**src/ccp_pwm_pkg.sv**
```systemverilog
// Constants and types shared by the capture/compare/PWM block
package ccp_pwm_pkg;
  // Register byte offsets
  localparam logic [7:0] OFF_CTRL = 8'h00;
  localparam logic [7:0] OFF_LOW = 8'h04;
  localparam logic [7:0] OFF_HIGH = 8'h08;
  localparam logic [7:0] OFF_LIMIT = 8'h0c;
  localparam logic [7:0] OFF_STATUS = 8'h10;
  localparam logic [7:0] OFF_COUNT = 8'h14;
  // Control field positions
  localparam int CTRL_MODE_LSB = 0;
  localparam int CTRL_FMT_BIT = 2;
  localparam int CTRL_EN_BIT = 3;
  localparam int CTRL_DRV_BIT = 4;
  // Status field positions
  localparam int STAT_CAP_BIT = 0;
  localparam int STAT_CMP_BIT = 1;
  localparam int STAT_PIN_BIT = 2;
  localparam int STAT_SLEEP_BIT = 3;
  localparam int STAT_RES_LSB = 4;
  localparam int STAT_DUTY_LSB = 8;
  // Count readback field positions
  localparam int CNT_PRESC_LSB = 0;
  localparam int CNT_COUNT_LSB = 2;
  // Reset values and the prescaler's last count
  localparam logic [7:0] CCR_RST = 8'h00;
  localparam logic [7:0] LIMIT_RST = 8'hff;
  localparam logic [1:0] PRESC_LAST = 2'h3;
  // Modes
  typedef enum logic [1:0] {
    MODE_OFF = 2'b00,
    MODE_CAPTURE = 2'b01,
    MODE_COMPARE = 2'b10,
    MODE_PWM = 2'b11
  } ccp_mode_e;
  // Period timer plus its two prescale bits
  typedef struct packed {
    logic [7:0] count;
    logic [1:0] presc;
  } timebase_s;
endpackage

```
**src/ccp_timebase.sv**
```systemverilog
// Period timer with two-bit prescaler, clocked from the system clock
`timescale 1ns/10ps
`default_nettype none
module ccp_timebase (
  input wire logic clk_sys_in,
  input wire logic rst_in,
  input wire logic run_in,
  input wire logic clear_in,
  input wire logic [7:0] limit_in,
  output var ccp_pwm_pkg::timebase_s tb_out,
  output logic period_end_out
);
  ccp_pwm_pkg::timebase_s tb_q, tb_d;

  always_comb begin
    tb_d = tb_q;
    if (clear_in) begin
      tb_d = '0;
    end else if (run_in) begin
      tb_d.presc = tb_q.presc + 2'h1;
      if (tb_q.presc == ccp_pwm_pkg::PRESC_LAST) begin
        if (tb_q.count == limit_in) begin
          tb_d.count = 8'h00;
        end else begin
          tb_d.count = tb_q.count + 8'h01;
        end
      end
    end
    // Not running: hold, so a wake resumes where sleep left off
  end

  always_ff @(posedge clk_sys_in) begin
    if (rst_in) begin
      tb_q <= '0;
    end else begin
      tb_q <= tb_d;
    end
  end

  assign tb_out = tb_q;
  assign period_end_out = run_in && !clear_in &&
    tb_q.presc == ccp_pwm_pkg::PRESC_LAST && tb_q.count == limit_in;
endmodule // ccp_timebase
`default_nettype wire

```
**src/ccp_pwm_duty_resolution.sv**
```systemverilog
// Capture/compare/PWM unit with APB register access
`timescale 1ns/10ps
`default_nettype none
module ccp_pwm_duty_resolution (
  input wire logic clk_sys_in,
  input wire logic rst_in,
  input wire logic psel_in,
  input wire logic penable_in,
  input wire logic pwrite_in,
  input wire logic [7:0] paddr_in,
  input wire logic [31:0] pwdata_in,
  output logic [31:0] prdata_out,
  output logic pready_out,
  output logic pslverr_out,
  input wire logic sleep_in,
  input wire logic capture_pin_in,
  input wire logic [15:0] capture_timebase_count_in,
  output logic compare_match_out,
  output logic pwm_output_pin_out,
  output logic pwm_output_pin_oe_n_out
);
  typedef struct packed {
    ccp_pwm_pkg::ccp_mode_e mode;
    logic fmt;
    logic en;
    logic drive;
    logic [7:0] low;
    logic [7:0] high;
    logic [7:0] limit;
    logic cap_flag;
    logic cmp_flag;
    logic [9:0] duty;
    logic duty_ok;
    logic pin;
    logic oe_n;
    logic run;
    logic cmp_match;
    logic [1:0] cap_sync;
    logic cap_prev;
    logic [1:0] sleep_sync;
    logic [31:0] prdata;
    logic pready;
    logic pslverr;
  } state_s;

  state_s st_q, st_d;
  ccp_pwm_pkg::timebase_s tb;
  logic period_end;
  logic sleeping;
  logic active;
  logic cap_evt;
  logic cmp_hit;
  logic boundary;
  logic [9:0] duty_new;
  logic [9:0] ext;
  logic [10:0] len;
  logic setup;
  logic wr;
  logic mapped;

  function automatic logic [10:0] period_len(input logic [7:0] lim);
    logic [8:0] p1;
    p1 = {1'b0, lim} + 9'd1;
    return {p1, 2'b00};
  endfunction

  // Floor log2: a fractional resolution reads back with its fraction dropped
  function automatic logic [3:0] res_bits(input logic [10:0] v);
    logic [3:0] r;
    r = 4'h0;
    for (int i = 0; i < 11; i++) begin
      if (v[i]) begin
        r = 4'(i);
      end
    end
    return r;
  endfunction

  function automatic logic is_mapped(input logic [7:0] a);
    return a == ccp_pwm_pkg::OFF_CTRL || a == ccp_pwm_pkg::OFF_LOW ||
      a == ccp_pwm_pkg::OFF_HIGH || a == ccp_pwm_pkg::OFF_LIMIT ||
      a == ccp_pwm_pkg::OFF_STATUS || a == ccp_pwm_pkg::OFF_COUNT;
  endfunction

  ccp_timebase u_timebase (
    .clk_sys_in(clk_sys_in),
    .rst_in(rst_in),
    // Held in the start cycle so the first period is as long as the rest
    .run_in(active && !sleeping && st_q.run),
    .clear_in(!active),
    .limit_in(st_q.limit),
    .tb_out(tb),
    .period_end_out(period_end)
  );

  always_comb begin
    sleeping = st_q.sleep_sync[1];
    active = st_q.mode == ccp_pwm_pkg::MODE_PWM && st_q.en;
    if (st_q.fmt) begin
      duty_new = {st_q.high, st_q.low[7:6]};
    end else begin
      duty_new = {st_q.high[1:0], st_q.low};
    end
    ext = {tb.count, tb.presc};
    len = period_len(st_q.limit);
    cap_evt = st_q.mode == ccp_pwm_pkg::MODE_CAPTURE && st_q.en && !sleeping &&
      st_q.cap_sync[1] && !st_q.cap_prev;
    cmp_hit = st_q.mode == ccp_pwm_pkg::MODE_COMPARE && st_q.en && !sleeping &&
      capture_timebase_count_in == {st_q.high, st_q.low};
    boundary = period_end || (active && !sleeping && !st_q.run);
    setup = psel_in && !penable_in;
    wr = psel_in && penable_in && st_q.pready && pwrite_in;
    mapped = is_mapped(paddr_in);
  end

  always_comb begin
    st_d = st_q;
    st_d.cap_sync = {st_q.cap_sync[0], capture_pin_in};
    st_d.sleep_sync = {st_q.sleep_sync[0], sleep_in};
    st_d.cap_prev = st_q.cap_sync[1];
    st_d.cmp_match = cmp_hit;
    st_d.pready = setup;
    st_d.pslverr = setup && !mapped;
    // Register writes land at the access edge
    if (wr) begin
      case (paddr_in)
        ccp_pwm_pkg::OFF_CTRL: begin
          st_d.mode = ccp_pwm_pkg::ccp_mode_e'(pwdata_in[ccp_pwm_pkg::CTRL_MODE_LSB +: 2]);
          st_d.fmt = pwdata_in[ccp_pwm_pkg::CTRL_FMT_BIT];
          st_d.en = pwdata_in[ccp_pwm_pkg::CTRL_EN_BIT];
          st_d.drive = pwdata_in[ccp_pwm_pkg::CTRL_DRV_BIT];
        end
        ccp_pwm_pkg::OFF_LOW: st_d.low = pwdata_in[7:0];
        ccp_pwm_pkg::OFF_HIGH: st_d.high = pwdata_in[7:0];
        ccp_pwm_pkg::OFF_LIMIT: st_d.limit = pwdata_in[7:0];
        ccp_pwm_pkg::OFF_STATUS: begin
          if (pwdata_in[ccp_pwm_pkg::STAT_CAP_BIT]) begin
            st_d.cap_flag = 1'b0;
          end
          if (pwdata_in[ccp_pwm_pkg::STAT_CMP_BIT]) begin
            st_d.cmp_flag = 1'b0;
          end
        end
        default: st_d.low = st_q.low;
      endcase
    end
    st_d.oe_n = !(st_d.drive && st_d.en && st_d.mode == ccp_pwm_pkg::MODE_PWM);
    // Hardware events after the write so a same-cycle set beats a clear
    if (cap_evt) begin
      st_d.high = capture_timebase_count_in[15:8];
      st_d.low = capture_timebase_count_in[7:0];
      st_d.cap_flag = 1'b1;
    end
    if (cmp_hit) begin
      st_d.cmp_flag = 1'b1;
    end
    // PWM output, frozen while asleep
    if (!active) begin
      st_d.pin = 1'b0;
      st_d.run = 1'b0;
      st_d.duty = duty_new;
      st_d.duty_ok = {1'b0, duty_new} <= len;
    end else if (!sleeping) begin
      st_d.run = 1'b1;
      if (boundary) begin
        st_d.duty = duty_new;
        st_d.duty_ok = {1'b0, duty_new} <= len;
        if ({1'b0, duty_new} <= len) begin
          st_d.pin = duty_new != 10'h000;
        end
        // Width beyond the period: pin keeps its level
      end else if (st_q.duty_ok && ext + 10'h001 >= st_q.duty) begin
        st_d.pin = 1'b0;
      end
    end
    if (setup) begin
      st_d.prdata = 32'h0000_0000;
      case (paddr_in)
        ccp_pwm_pkg::OFF_CTRL: begin
          st_d.prdata[ccp_pwm_pkg::CTRL_MODE_LSB +: 2] = st_q.mode;
          st_d.prdata[ccp_pwm_pkg::CTRL_FMT_BIT] = st_q.fmt;
          st_d.prdata[ccp_pwm_pkg::CTRL_EN_BIT] = st_q.en;
          st_d.prdata[ccp_pwm_pkg::CTRL_DRV_BIT] = st_q.drive;
        end
        ccp_pwm_pkg::OFF_LOW: st_d.prdata[7:0] = st_q.low;
        ccp_pwm_pkg::OFF_HIGH: st_d.prdata[7:0] = st_q.high;
        ccp_pwm_pkg::OFF_LIMIT: st_d.prdata[7:0] = st_q.limit;
        ccp_pwm_pkg::OFF_STATUS: begin
          st_d.prdata[ccp_pwm_pkg::STAT_CAP_BIT] = st_q.cap_flag;
          st_d.prdata[ccp_pwm_pkg::STAT_CMP_BIT] = st_q.cmp_flag;
          st_d.prdata[ccp_pwm_pkg::STAT_PIN_BIT] = st_q.pin;
          st_d.prdata[ccp_pwm_pkg::STAT_SLEEP_BIT] = sleeping;
          st_d.prdata[ccp_pwm_pkg::STAT_RES_LSB +: 4] = res_bits(len);
          st_d.prdata[ccp_pwm_pkg::STAT_DUTY_LSB +: 10] = st_q.duty;
        end
        ccp_pwm_pkg::OFF_COUNT: begin
          st_d.prdata[ccp_pwm_pkg::CNT_PRESC_LSB +: 2] = tb.presc;
          st_d.prdata[ccp_pwm_pkg::CNT_COUNT_LSB +: 8] = tb.count;
        end
        default: st_d.prdata = 32'h0000_0000;
      endcase
    end
  end

  always_ff @(posedge clk_sys_in) begin
    if (rst_in) begin
      st_q <= '0;
      st_q.high <= ccp_pwm_pkg::CCR_RST;
      st_q.low <= ccp_pwm_pkg::CCR_RST;
      st_q.limit <= ccp_pwm_pkg::LIMIT_RST;
      st_q.oe_n <= 1'b1;
    end else begin
      st_q <= st_d;
    end
  end

  assign prdata_out = st_q.prdata;
  assign pready_out = st_q.pready;
  assign pslverr_out = st_q.pslverr;
  assign compare_match_out = st_q.cmp_match;
  assign pwm_output_pin_out = st_q.pin;
  // Low enables the driver; reset leaves the pin an input
  assign pwm_output_pin_oe_n_out = st_q.oe_n;
endmodule // ccp_pwm_duty_resolution
`default_nettype wire

```
**config.mk**
```make
export PLATFORM = sky130hd
export DESIGN_NAME = ccp_pwm_duty_resolution
export DESIGN_NICKNAME = d
export VERILOG_FILES = /design/src/ccp_pwm_pkg.sv /design/src/ccp_timebase.sv /design/src/ccp_pwm_duty_resolution.sv
export SDC_FILE = /design/constraint.sdc
export NUM_CORES = 1
export LEC_CHECK = 0
export ABC_AREA = 1
export BUFFER_PORTS_ARGS = -buffer_cell sky130_fd_sc_hd__buf_2
export CAP_MARGIN = 10
export CELL_PAD_IN_SITES_DETAIL_PLACEMENT = 1
export CELL_PAD_IN_SITES_GLOBAL_PLACEMENT = 1
export CORE_MARGIN = 2
export CORE_UTILIZATION = 43
export DETAILED_ROUTE_END_ITERATION = 8
export GPL_TIMING_DRIVEN = 0
export PLACE_DENSITY_LB_ADDON = 0.1
export SKIP_LAST_GASP = 1
export SLEW_MARGIN = 10
export SYNTH_ARGS = -nofsm -noshare
export SYNTH_HDL_FRONTEND = slang
export SYNTH_SLANG_ARGS = --single-unit
```
**constraint.sdc**
```tcl
create_clock -name clk_sys_in -period 5.8 [get_ports clk_sys_in]
set_input_delay 0.87 -clock clk_sys_in [delete_from_list [all_inputs] [get_ports clk_sys_in]]
set_output_delay 0.87 -clock clk_sys_in [all_outputs]
set_load 0.01 [all_outputs]
```
==> impl_summary.txt, run 1 <==
----------------------------------------------------
[Placement]
  # port buffers ... 60
  Global placement routability congestion ... roughly 0.96
  Cell Area, Placed ... 0.005604 sq mm
  HPWL reported at the end of detailed placement ... between 10 and 15 mm

[Synth]
  Async set-or-reset flop fraction in the synthesized netlist ... 0
  Area of the mapped netlist ... 0.005076 sq mm
  Number of standard cells after synthesis ... roughly 730
  Number of warnings printed during yosys synthesis ... 0
  Distinct cell type count of the synthesized netlist ... between 40 and 50
  Sequential-to-total area share from yosys stat ... 0.3194
  Commonest register cell after synthesis ... sky130_fd_sc_hd__dfxtp_1
  Post-Syn Area per Cell ... a little under 7 sq um
  Flop and latch count out of synthesis ... 81
  Count of flip-flops with a built-in enable after synthesis ... 0

[Setup path]
  Path type of the worst setup path ... reg2reg
  Critical path's top delay family ... simple AND/OR/NAND/NOR gates
  Category of the worst setup path capture point ... flop
  Worst-path cell with the longest stage delay ... sky130_fd_sc_hd__nor4_1
  Reg2reg path depth ... 14
  Arrival time worst endpoint ... between 3 and 4 ns
  Type of origin of the critical path ... flop
  Longest individual stage delay on the worst path ... 0.59 ns
  Worst-path fanout max ... 7
  Buffers plus inverters on the worst setup path ... 1
  Crit. path cell count ... 14
  Most Frequent Cell on Critical Path ... sky130_fd_sc_hd__nand2_1
  Data required, critical path ... ~6.1 ns
  Critical path cell sequence ... inv_1 -> nor4_1 -> nand2_1 -> xor2_1 -> ha_1 -> nand2_1 -> nor2_1 -> nand4_1 -> o2111ai_1 -> nand3_1 -> nand2_1 -> nand3_1 -> nand2_1 -> nor2_1

[Floorplan]
  Die boundary height ... ~110 um
  Initial cell density of the core ... 0.4427
  Die Area ... around 0.013 sq mm
  Chip Width ... approximately 110 um
  Number of placement rows ... 39
  Placeable core region ... 0.01147 sq mm
  I/O pin cnt ... 100

[Final layout]
  Area added between synthesis and finish ... 16.19%
  Commonest non-fill, non-tap cells in the layout ... sky130_fd_sc_hd__nand2_1, sky130_fd_sc_hd__inv_1, sky130_fd_sc_hd__dfxtp_1
  Commonest non-fill, non-tap cell in the layout ... sky130_fd_sc_hd__nand2_1
  Antenna fix cells ... 0
  Final net count ... ~900
  Share of cells above drive strength 1 ... 0.1827
  Final design instance area without fill ... 0.005898 sq mm

[Timing]
  Count of pins over their slew limit ... 0
  Crit path time final ... around 3.0 ns
  Final setup fails ... 0
  Unrepaired setup endpoints after global routing ... no
  Slew of the pin with the lowest slew margin ... approximately 0.76 ns
  Final total negative setup slack ... 0 ns
  Max_slew headroom ... 0.4898
  Hold Vio Cnt, Final ... 0
  Worst clock skew on the final layout ... roughly 0.0090 ns
  Period Utilization, post-route ... 0.5142
  Achievable clock frequency ... around 0.34 GHz

[Route]
  Via-to-Cell Ratio ... 5.387
  First-iteration detailed-routing DRC count ... 250
  Detail-routed net length per standard cell ... 18.73 um
  Post-route antenna net violation count ... 0
  Via total after detailed routing ... between 5000 and 6000
  Detailed-route wire length ... around 18 mm
  Count of unresolved DRC violations after routing ... 0
  Drt pass-1 iters ... 5

[CTS]
  H-tree levels ... 3
  Clock transition at the registers of the reported paths ... approximately 0.07 ns
  CTS tree ... built
  Latest clock arrival within the worst-skew pair ... roughly 0.36 ns
  Hold-fix buffers, CTS ... 0
  CTS Buf Count ... 9
  Clock root buffer ... sky130_fd_sc_hd__clkbuf_16
  Number of sinks driven by the clock tree ... between 80 and 90
  CTS Buffer Depth ... 2
  CTS-repair resized insts ... 0
  Post-CTS Setup Repair Bufs ... 0

[Global routing]
  First-pass GRT wire length ... around 29 mm
  Pin count of the biggest net entering global routing ... 15
  Grt ovf ... 0
  Via count of the first global-routing pass ... about 5500
  Number of antenna violations at the first check in global routing ... 0
  Overall routing resource usage ... 0.2928

[Pwr]
  Net switching component of the power ... between 300 and 400 uW
  Total power of the final layout ... ~1200 uW
  Combinational cell fraction of total power ... 0.072
  Internal power consumption ... 936.4 uW
  Share of total power consumed by net switching ... 0.2466
  Power share of the clock group ... 0.470
  Ratio of total power to cell area ... around 210 mW/mm^2
  Maximum vdd ir drop ... around 150 uV
  Sequential share of power ... 0.457
  Static leakage power ... about 0.0027 uW

[Hold path]
  Worst hold stages ... 2
  Min-delay worst type ... reg2reg

[Run]
  Max-Cap Viols ... 0

[Outcome]
  Result of the run ... finished clean

----------------------------------------------------
[tightest hold or removal path, stage by stage (launching register included)]
cell,delay (ns)
sky130_fd_sc_hd__dfxtp_1,0.30
sky130_fd_sc_hd__inv_1,0.04
sky130_fd_sc_hd__nor2_1,0.03
[power by group through the flow]
stage          Combinational (uW)  Sequential (uW)  Clock, uW
6_report                     89.6              569        585
3_3_place_gp                 86.4              581          0
4_1_cts                      89.2              569        585
3_5_place_dp                 88.5              581          0
5_1_grt                      98.2              569        612
2_1_floorplan                50.6              580          0
[metal layers]
layer / track usage / part of all wire
met3: 0.03456 / 0.037
met5: 0 / 0
met2: 0.5261 / 0.51
met4: 0.1276 / 0.039
met1: 0.3500 / 0.42
[through the flow]
step	instances	util	setup WS [ns]	hold WS [ns]
2_1_floorplan	745	-	3.475	0.3883
3_3_place_gp	948	0.4887	2.974	0.4000
3_5_place_dp	948	0.4887	2.850	0.4075
4_1_cts	964	0.5143	2.833	0.4215
5_1_grt	964	0.5143	2.502	0.4280
6_report	964	0.5143	2.817	0.4170
[logic make-up (layout without fill, tap and decap cells)]
group                      after synthesis  count (layout)  synth area share
and+or+nand+nor                        272             272            0.2408
xor gates and xnor gates                29              29           0.05004
AOI/OAI and AO/OA                      160             160            0.1836
adders and majority gates               20              20           0.04930
DFF                                     81              81            0.3194
other                                    1              14         0.0007388
buffers and inverters                  169             245            0.1560
[flip-flops by register name, indices dropped and copies added (netlist names)]
| register | flops |
|---|---|
| st_q | 44 |
| pslverr_out | 1 |
| pwm_output_pin_oe_n_out | 1 |
| pwm_output_pin_out | 1 |
| st_d | 3 |
| u_timebase.tb_out | 10 |
| sleeping | 1 |
| prdata_out | 18 |
| compare_match_out | 1 |
| pready_out | 1 |
[Yosys cell counts (2+ instances only)]
cell	count	area (sq um)
sky130_fd_sc_hd__nor3_1	8	40.04
sky130_fd_sc_hd__a21boi_0	2	15.01
sky130_fd_sc_hd__o21ai_0	42	210.2
sky130_fd_sc_hd__nor4_1	6	37.54
sky130_fd_sc_hd__nand2_1	133	499.2
sky130_fd_sc_hd__nor2_4	3	33.78
sky130_fd_sc_hd__o21ai_1	13	65.06
sky130_fd_sc_hd__o221ai_1	3	26.28
sky130_fd_sc_hd__nand4_1	14	87.58
sky130_fd_sc_hd__clkbuf_1	10	37.54
sky130_fd_sc_hd__buf_4	37	277.8
sky130_fd_sc_hd__nor2_2	4	25.02
sky130_fd_sc_hd__xnor2_1	9	78.83
sky130_fd_sc_hd__xor2_1	20	175.2
sky130_fd_sc_hd__a211oi_1	2	15.01
sky130_fd_sc_hd__nor2_1	56	210.2
sky130_fd_sc_hd__a21oi_1	51	255.2
sky130_fd_sc_hd__o22ai_1	7	43.79
sky130_fd_sc_hd__a31oi_1	13	81.33
sky130_fd_sc_hd__inv_2	6	22.52
sky130_fd_sc_hd__dfxtp_1	81	1622
sky130_fd_sc_hd__o211ai_1	7	52.55
sky130_fd_sc_hd__inv_1	104	390.4
sky130_fd_sc_hd__a22oi_1	4	30.03
sky130_fd_sc_hd__nand3_1	34	170.2
sky130_fd_sc_hd__ha_1	20	250.2
sky130_fd_sc_hd__nand2_2	7	43.79
sky130_fd_sc_hd__nand3_2	3	30.03
sky130_fd_sc_hd__buf_2	9	45.04
sky130_fd_sc_hd__o21bai_1	2	15.01
sky130_fd_sc_hd__a221oi_1	7	61.31
sky130_fd_sc_hd__o21a_1	2	15.01
[layout make-up]
class	instances	area, sq um
flip-flops and latches	81	1622
repair buffers	60	300.3
multi-input cells	495	2711
clock buffers	10	229.0
fillers	1533	5569
inverters	111	416.7
well taps	143	178.9
clock inverters	6	65.06
plain buffers	58	375.4
[final timing paths]
check | to | slack [ns] | from
max reg2reg | pwm_output_pin_out | 2.82 | u_timebase.tb_out[2]
max | pwm_output_pin_out | 2.82 | u_timebase.tb_out[2]
min reg2reg | sleeping | 0.42 | st_d[35]
min | sleeping | 0.42 | st_d[35]
Power figures use the tool's default switching activity.
==> run 2: changes to the inputs <==
--- a/config.mk
+++ b/config.mk
@@ -5,13 +5,13 @@
 export SDC_FILE = /design/constraint.sdc
 export NUM_CORES = 1
 export LEC_CHECK = 0
-export ABC_AREA = 1
+export ABC_AREA = 0
 export BUFFER_PORTS_ARGS = -buffer_cell sky130_fd_sc_hd__buf_2
 export CAP_MARGIN = 10
 export CELL_PAD_IN_SITES_DETAIL_PLACEMENT = 1
 export CELL_PAD_IN_SITES_GLOBAL_PLACEMENT = 1
 export CORE_MARGIN = 2
-export CORE_UTILIZATION = 43
+export CORE_UTILIZATION = 41
 export DETAILED_ROUTE_END_ITERATION = 8
 export GPL_TIMING_DRIVEN = 0
 export PLACE_DENSITY_LB_ADDON = 0.1
==> constraint.sdc (replaced) <==
create_clock -name clk_sys_in -period 3.1 [get_ports clk_sys_in]
set_input_delay 0.465 -clock clk_sys_in [delete_from_list [all_inputs] [get_ports clk_sys_in]]
set_output_delay 0.465 -clock clk_sys_in [all_outputs]
set_load 0.01 [all_outputs]
==> run 2 against run 1 <==
Effect of this change:
- via count is 11% lower
- first-iteration DRC count shrank 23%
- combinational power increased by 83%
- utilization decreased by 2.6 points
- highest routed layer unchanged
- clock skew shrank 0.0014 ns
==> impl_summary.txt, run 2 <==
----------------------------------------------------
[Outcome]
  Result of the run ... finished clean

[Setup path]
  Worst-path fanout max ... 19
  Path type of the worst setup path ... reg2reg
  Category of the worst setup path capture point ... flop
  Data required, critical path ... 3.34 ns
  Type of origin of the critical path ... flop
  Arrival time worst endpoint ... about 3.2 ns
  Reg2reg path depth ... 9

[Placement]
  Cell Count Post-Placement ... roughly 820
  Worst slack at placement ... -0.3469 ns
  HPWL reported at the end of detailed placement ... around 13 mm
  # port buffers ... between 50 and 60
  Global placement routability congestion ... 0.9613

[Global routing]
  Grt ovf ... 0
  Overall routing resource usage ... 0.2572
  Via count of the first global-routing pass ... roughly 4800
  Pin count of the biggest net entering global routing ... 20
  First-pass GRT wire length ... around 25 mm
  Number of antenna violations at the first check in global routing ... 0

[Pwr]
  Combinational cell fraction of total power ... 0.070
  Maximum vdd ir drop ... about 230 uV
  Sequential share of power ... 0.449
  Net switching component of the power ... between 500 and 600 uW
  Ratio of total power to cell area ... 399.8 mW/mm^2
  Share of total power consumed by net switching ... 0.2244
  Power share of the clock group ... 0.481
  Static leakage power ... around 0.0026 uW
  Internal power consumption ... between 1500 and 2000 uW

[Floorplan]
  Die boundary height ... between 100 and 150 um
  Placeable core region ... ~0.012 sq mm
  Initial cell density of the core ... 0.4187
  I/O pin cnt ... 100
  Die Area ... about 0.013 sq mm
  Chip Width ... between 100 and 150 um
  Number of placement rows ... 40

[Timing]
  Hold slack ... 0.3293 ns
  Period Utilization, post-route ... 0.9531
  Hold Vio Cnt, Final ... 0
  Worst clock skew on the final layout ... 0.007651 ns
  Slew of the pin with the lowest slew margin ... between 0.6 and 0.7 ns
  Count of pins over their slew limit ... 0
  Final total negative setup slack ... 0 ns
  Achievable clock frequency ... around 0.34 GHz
  Setup slack after layout ... about 0.15 ns
  Crit path time final ... approximately 3 ns
  Final setup fails ... 0
  Unrepaired setup endpoints after global routing ... no
  Max_slew headroom ... 0.5361

[Route]
  Detail-routed net length per standard cell ... between 15 and 20 um
  Via-to-Cell Ratio ... 5.557
  Drt pass-1 iters ... 4
  Detailed-route wire length ... around 16 mm
  Via total after detailed routing ... 4618
  Count of unresolved DRC violations after routing ... 0
  Post-route antenna net violation count ... 0
  First-iteration detailed-routing DRC count ... ~190

[CTS]
  Number of sinks driven by the clock tree ... 81
  CTS Buf Count ... 9
  CTS Buffer Depth ... 2
  H-tree levels ... 3
  Latest clock arrival within the worst-skew pair ... about 0.35 ns
  Clock root buffer ... sky130_fd_sc_hd__clkbuf_16
  Clock transition at the registers of the reported paths ... about 0.06 ns
  Post-CTS Setup Repair Bufs ... 0
  Hold-fix buffers, CTS ... 0
  CTS tree ... built

[Synth]
  Distinct cell type count of the synthesized netlist ... 57
  Library cell with the largest summed area after synthesis ... sky130_fd_sc_hd__dfxtp_1
  Post-Syn Area per Cell ... approximately 8.4 sq um
  Flop and latch count out of synthesis ... 81
  Sequential-to-total area share from yosys stat ... 0.3224
  Commonest register cell after synthesis ... sky130_fd_sc_hd__dfxtp_1
  Most instantiated library cell after synthesis ... sky130_fd_sc_hd__dfxtp_1
  Area contributors post-synth ... sky130_fd_sc_hd__dfxtp_1, sky130_fd_sc_hd__mux2i_1, sky130_fd_sc_hd__ha_1
  Async set-or-reset flop fraction in the synthesized netlist ... 0
  Area of the mapped netlist ... 0.005030 sq mm
  Count of flip-flops with a built-in enable after synthesis ... 0
  Number of standard cells after synthesis ... 597
  Synth top area share ... 0.3224
  Number of warnings printed during yosys synthesis ... 0
  Leading post-synthesis cells by instance count ... sky130_fd_sc_hd__dfxtp_1, sky130_fd_sc_hd__nor2_1, sky130_fd_sc_hd__mux2i_1

[Final layout]
  Final net count ... around 760
  Antenna fix cells ... 0
  Register containing the most flip-flops in the final layout ... st_q
  Utilization of the core after routing ... 0.4883
  Commonest non-fill, non-tap cells in the layout ... sky130_fd_sc_hd__dfxtp_1, sky130_fd_sc_hd__nor2_1, sky130_fd_sc_hd__buf_2
  Max reg flops ... 44
  Area added between synthesis and finish ... 16.62%
  Non-filler instance count after layout ... roughly 830
  Share of cells above drive strength 1 ... 0.1842
  Commonest non-fill, non-tap cell in the layout ... sky130_fd_sc_hd__dfxtp_1

[Run]
  Max-Cap Viols ... 0

[Hold path]
  Min-delay worst type ... in2reg
  Worst hold stages ... 2

----------------------------------------------------
## run 2: final timing paths
check,from,to,slack [ns]
hold reg to reg,st_d[38],st_d[36],0.44
hold / removal,capture_pin_in,st_d[38],0.33
setup / recovery,st_q[82],pwm_output_pin_out,0.15
setup reg to reg,st_q[82],pwm_output_pin_out,0.15
## run 2: layer usage
layer  share of wire  global-route usage
met4           0.037              0.1341
met2            0.49              0.4422
met3           0.061             0.04112
met1            0.41              0.3108
met5               0                   0
## run 2: logic make-up (layout without fill, tap and decap cells)
kind of cell             Yosys count  count (layout)  share of synthesized area
flip-flops                        81              81                     0.3224
multiplexers                      56              56                     0.1206
AND/OR/NAND/NOR                  196             196                     0.1940
XOR/XNOR                          46              46                    0.08010
buffers and inverters             93             167                    0.09652
AO/OA/AOI/OAI                    104             104                     0.1358
other                              1              14                  0.0007456
adder cells (fa/ha/maj)           20              20                    0.04975
## run 2: layout make-up
type,count,area (sq um)
plain buffers,71,402.9
clock buffers,13,240.2
clock inverters,3,65.06
fillers,1482,6146
inverters,21,78.83
multi-input cells,436,2978
flip-flops and latches,81,1622
well taps,147,183.9
repair buffers,59,295.3
## run 2: power by group through the flow
stage               clock network [uW]  registers [uW]  logic (uW)
floorplan                            0            1070        91.8
global placement                     0            1080         159
detailed placement                   0            1080         162
CTS                               1140            1050         163
global route                      1190            1050         178
finish                            1130            1050         164
## run 2: metrics by stage
stage | cell area (sq um) | total power [uW]
CTS | 5859 | 2359
finish | 5866 | 2345
detailed placement | 5558 | 1237
global route | 5866 | 2424
floorplan | 5079 | 1166
global placement | 5558 | 1234
## run 2: critical path, cell delays in order, from the launching register on
cell	delay [ns]
sky130_fd_sc_hd__dfxtp_1	0.30
sky130_fd_sc_hd__buf_2	0.36
sky130_fd_sc_hd__mux2_2	0.46
sky130_fd_sc_hd__ha_1	0.32
sky130_fd_sc_hd__nand3_1	0.10
sky130_fd_sc_hd__a2111oi_0	0.52
sky130_fd_sc_hd__o2111ai_1	0.21
sky130_fd_sc_hd__a2bb2oi_2	0.29
sky130_fd_sc_hd__a31oi_1	0.11
sky130_fd_sc_hd__o22a_1	0.17
## run 2: what timing repair did
action,in CTS,in global routing
gates resized for setup,0,1
hold endpoints to repair,0,0
setup endpoints to repair,2,2
==> run 3: changes to the inputs <==
--- a/config.mk
+++ b/config.mk
@@ -11,7 +11,7 @@
 export CELL_PAD_IN_SITES_DETAIL_PLACEMENT = 1
 export CELL_PAD_IN_SITES_GLOBAL_PLACEMENT = 1
 export CORE_MARGIN = 2
-export CORE_UTILIZATION = 41
+export CORE_UTILIZATION = 42
 export DETAILED_ROUTE_END_ITERATION = 8
 export GPL_TIMING_DRIVEN = 0
 export PLACE_DENSITY_LB_ADDON = 0.1
@@ -19,4 +19,5 @@
 export SLEW_MARGIN = 10
 export SYNTH_ARGS = -nofsm -noshare
 export SYNTH_HDL_FRONTEND = slang
+export SYNTH_HIERARCHICAL = 1
 export SYNTH_SLANG_ARGS = --single-unit
==> constraint.sdc (replaced) <==
create_clock -name clk_sys_in -period 3.14 [get_ports clk_sys_in]
set_input_delay 0.471 -clock clk_sys_in [delete_from_list [all_inputs] [get_ports clk_sys_in]]
set_output_delay 0.471 -clock clk_sys_in [all_outputs]
set_load 0.01 [all_outputs]
==> run 3 against run 2 <==
Effect of this change:
- non-clock buffer count stayed put
- global-route usage is 1.6 points higher
- critical path depth is 2 higher
- final area is 5.8% higher
- power hardly changed
- critical endpoint unchanged
- largest cell class unchanged
- highest routed layer unchanged
==> impl_summary.txt, run 3 <==
----------------------------------------------------
[Synth]
  Area contributors post-synth ... sky130_fd_sc_hd__dfxtp_1, sky130_fd_sc_hd__mux2i_1, sky130_fd_sc_hd__buf_4
  Adder-Cell Fraction of Synth Area ... 0.04983
  Synth top area share ... 0.3075
  Commonest register cell after synthesis ... sky130_fd_sc_hd__dfxtp_1
  Library cell with the largest summed area after synthesis ... sky130_fd_sc_hd__dfxtp_1
  Most instantiated library cell after synthesis ... sky130_fd_sc_hd__dfxtp_1
  Post-Syn Area per Cell ... between 8 and 9 sq um
  Number of warnings printed during yosys synthesis ... 6
  Simple logic cell fraction of the synthesized area ... 0.2034
  Largest family of logic cells by synthesized area ... simple AND/OR/NAND/NOR gates
  Post-synthesis compound-gate area fraction ... 0.1521
  Number of standard cells after synthesis ... just over 600
  Sequential-to-total area share from yosys stat ... 0.3075
  Distinct cell type count of the synthesized netlist ... 76
  Area of the mapped netlist ... between 0.005 and 0.006 sq mm
  Leading post-synthesis cells by instance count ... sky130_fd_sc_hd__dfxtp_1, sky130_fd_sc_hd__nor2_1, sky130_fd_sc_hd__nand2_1
  Async set-or-reset flop fraction in the synthesized netlist ... 0
  Flop and latch count out of synthesis ... between 80 and 90
  Xor/xnor share of the synthesized area ... 0.07641
  Portion of netlist area occupied by mux cells ... 0.1179
  Count of flip-flops with a built-in enable after synthesis ... 0

[Route]
  Detailed-route wire length ... between 15 and 20 mm
  Drt pass-1 iters ... 5
  Via-to-Cell Ratio ... around 5.6
  Via total after detailed routing ... 4897
  Post-route antenna net violation count ... 0
  First-iteration detailed-routing DRC count ... around 210
  Count of unresolved DRC violations after routing ... 0
  Detail-routed net length per standard cell ... between 20 and 25 um

[Timing]
  Worst clock skew on the final layout ... 0.008950 ns
  Final setup fails ... 0
  Max_slew headroom ... 0.5231
  Crit path time final ... ~3.0 ns
  Achievable clock frequency ... between 0.3 and 0.4 GHz
  Period Utilization, post-route ... 0.9422
  Hold Vio Cnt, Final ... 0
  Count of pins over their slew limit ... 0
  Setup slack after layout ... between 0.15 and 0.2 ns
  Slew of the pin with the lowest slew margin ... 0.7154 ns

[CTS]
  CTS tree ... built
  Number of sinks driven by the clock tree ... roughly 80
  Clock transition at the registers of the reported paths ... roughly 0.06 ns
  Clock root buffer ... sky130_fd_sc_hd__clkbuf_16
  CTS Buf Count ... 9
  Hold-fix buffers, CTS ... 0
  Latest clock arrival within the worst-skew pair ... about 0.35 ns
  H-tree levels ... 3
  CTS Buffer Depth ... 2

[Floorplan]
  Placeable core region ... roughly 0.012 sq mm
  Die Area ... 0.01347 sq mm
  Chip Width ... roughly 120 um
  Number of placement rows ... 40
  Die boundary height ... 116.0 um
  Initial cell density of the core ... 0.4353
  I/O pin cnt ... 100

[Final layout]
  Utilization of the core after routing ... 0.5123
  Max reg flops ... between 40 and 50
  Non-filler instance count after layout ... 878
  Antenna fix cells ... 0
  Register containing the most flip-flops in the final layout ... st_q
  Area added between synthesis and finish ... 17.68%
  Share of cells above drive strength 1 ... 0.2197
  Commonest non-fill, non-tap cell in the layout ... sky130_fd_sc_hd__dfxtp_1
  Commonest non-fill, non-tap cells in the layout ... sky130_fd_sc_hd__dfxtp_1, sky130_fd_sc_hd__buf_2, sky130_fd_sc_hd__nor2_1
  Final net count ... 790

[Setup path]
  Type of origin of the critical path ... flop
  Arrival time worst endpoint ... 3.22 ns
  Worst-path fanout max ... 10
  Longest individual stage delay on the worst path ... 0.56 ns
  Path type of the worst setup path ... reg2reg
  Data required, critical path ... around 3.4 ns
  Category of the worst setup path capture point ... flop
  Worst-path cell with the longest stage delay ... sky130_fd_sc_hd__or4b_1
  Critical path cell sequence ... buf_4 -> nand3_4 -> nor2_2 -> nand2_1 -> xor2_1 -> ha_1 -> o311ai_1 -> a221oi_2 -> a311oi_1 -> or4b_1 -> a311oi_2

[Placement]
  Global placement routability congestion ... roughly 0.94
  Cell Count Post-Placement ... 863
  # port buffers ... 60
  HPWL reported at the end of detailed placement ... between 10 and 15 mm
  Worst slack at placement ... -0.1834 ns

[Pwr]
  Net switching component of the power ... 545.2 uW
  Power share of the clock group ... 0.487
  Sequential share of power ... 0.445
  Combinational cell fraction of total power ... 0.068
  Maximum vdd ir drop ... about 240 uV
  Static leakage power ... roughly 0.0026 uW
  Ratio of total power to cell area ... roughly 380 mW/mm^2
  Internal power consumption ... 1797 uW
  Share of total power consumed by net switching ... 0.2327

[Global routing]
  Pin count of the biggest net entering global routing ... 20
  Overall routing resource usage ... 0.2730
  First-pass GRT wire length ... between 20 and 30 mm
  Grt ovf ... 0
  Via count of the first global-routing pass ... approximately 5000
  Number of antenna violations at the first check in global routing ... 0

[Run]
  Max-Cap Viols ... 0

[Hold path]
  Min-delay worst type ... in2reg

[Outcome]
  Result of the run ... finished clean

----------------------------------------------------
run 3: cell types whose count changed after synthesis, moves of 5 or more:
cell                       change
sky130_fd_sc_hd__nand2_1      +14
sky130_fd_sc_hd__nor2_1        -7
sky130_fd_sc_hd__o21ai_0       -6
sky130_fd_sc_hd__o21ai_1       +6
sky130_fd_sc_hd__clkbuf_1      -5
sky130_fd_sc_hd__inv_1         -5
run 3: worst max-delay path, delay by kind of cell, from the launching register on:
kind | cells | cell delay (ns)
AOI/OAI and AO/OA | 4 | 0.74
xor gates and xnor gates | 1 | 0.17
adders and majority gates | 1 | 0.37
buffers and inverters | 1 | 0.22
DFF | 1 | 0.40
and+or+nand+nor | 4 | 0.98
run 3: per-stage QoR:
stage          setup TNS [ns]  area [sq um]  hold WS (ns)  power (uW)
5_1_grt              -0.02759          6205        0.3489        2411
6_report                    0          6205        0.3356        2343
2_1_floorplan               0          5321        0.4138        1153
3_5_place_dp           -1.600          5832        0.4312        1221
4_1_cts                     0          6158        0.3347        2362
3_3_place_gp         -0.09807          5832        0.4290        1219
run 3: final cells by class:
class / count / area (sq um)
timing repair buffer: 61 / 307.8
inverter: 18 / 67.56
clock buffer: 9 / 225.2
tap: 168 / 210.2
sequential: 81 / 1624
fill: 1515 / 5907
multi-input combinational: 466 / 3253
clock inverter: 6 / 93.84
buffer: 69 / 422.9
run 3: power groups by stage:
stage / sequential (uW) / combinational (uW) / clock, uW
final: 1040 / 160 / 1140
after global placement: 1060 / 155 / 0
after floorplan: 1060 / 89.9 / 0
after CTS: 1040 / 157 / 1160
after detailed placement: 1060 / 157 / 0
after global routing: 1040 / 173 / 1200
run 3: what timing repair did:
action                     CTS  global route
pin swaps                    0             2
gates resized for setup      2            14
hold endpoints to repair     0             0
setup endpoints to repair   12            12
setup buffers                0             1
run 3: cell families after synthesis:
| family | after synthesis |
|---|---|
| xor gates and xnor gates | 46 |
| AOI/OAI and AO/OA | 115 |
| adders and majority gates | 21 |
| muxes | 56 |
| buffers and inverters | 88 |
| and+or+nand+nor | 214 |
| other | 1 |
| DFF | 81 |
run 3: per-layer routing:
metal	routed length [um]	track usage	vias up	share of wire
met5	0	0	-	0
met4	386	0.09683	0	0.022
met3	877	0.04759	28	0.050
met2	8409	0.4593	143	0.48
met1	7890	0.3528	2372	0.45
li1	-	-	2354	-
run 3: worst paths after layout:
check	start	endpoint	slack, ns	depth (start not counted)
hold / removal	capture_pin_in	st_d[38]	0.34	2
setup / recovery	st_q[58]	pwm_output_pin_out	0.18	11
setup reg to reg	st_q[58]	pwm_output_pin_out	0.18	11
hold reg to reg	st_d[38]	st_d[36]	0.45	1
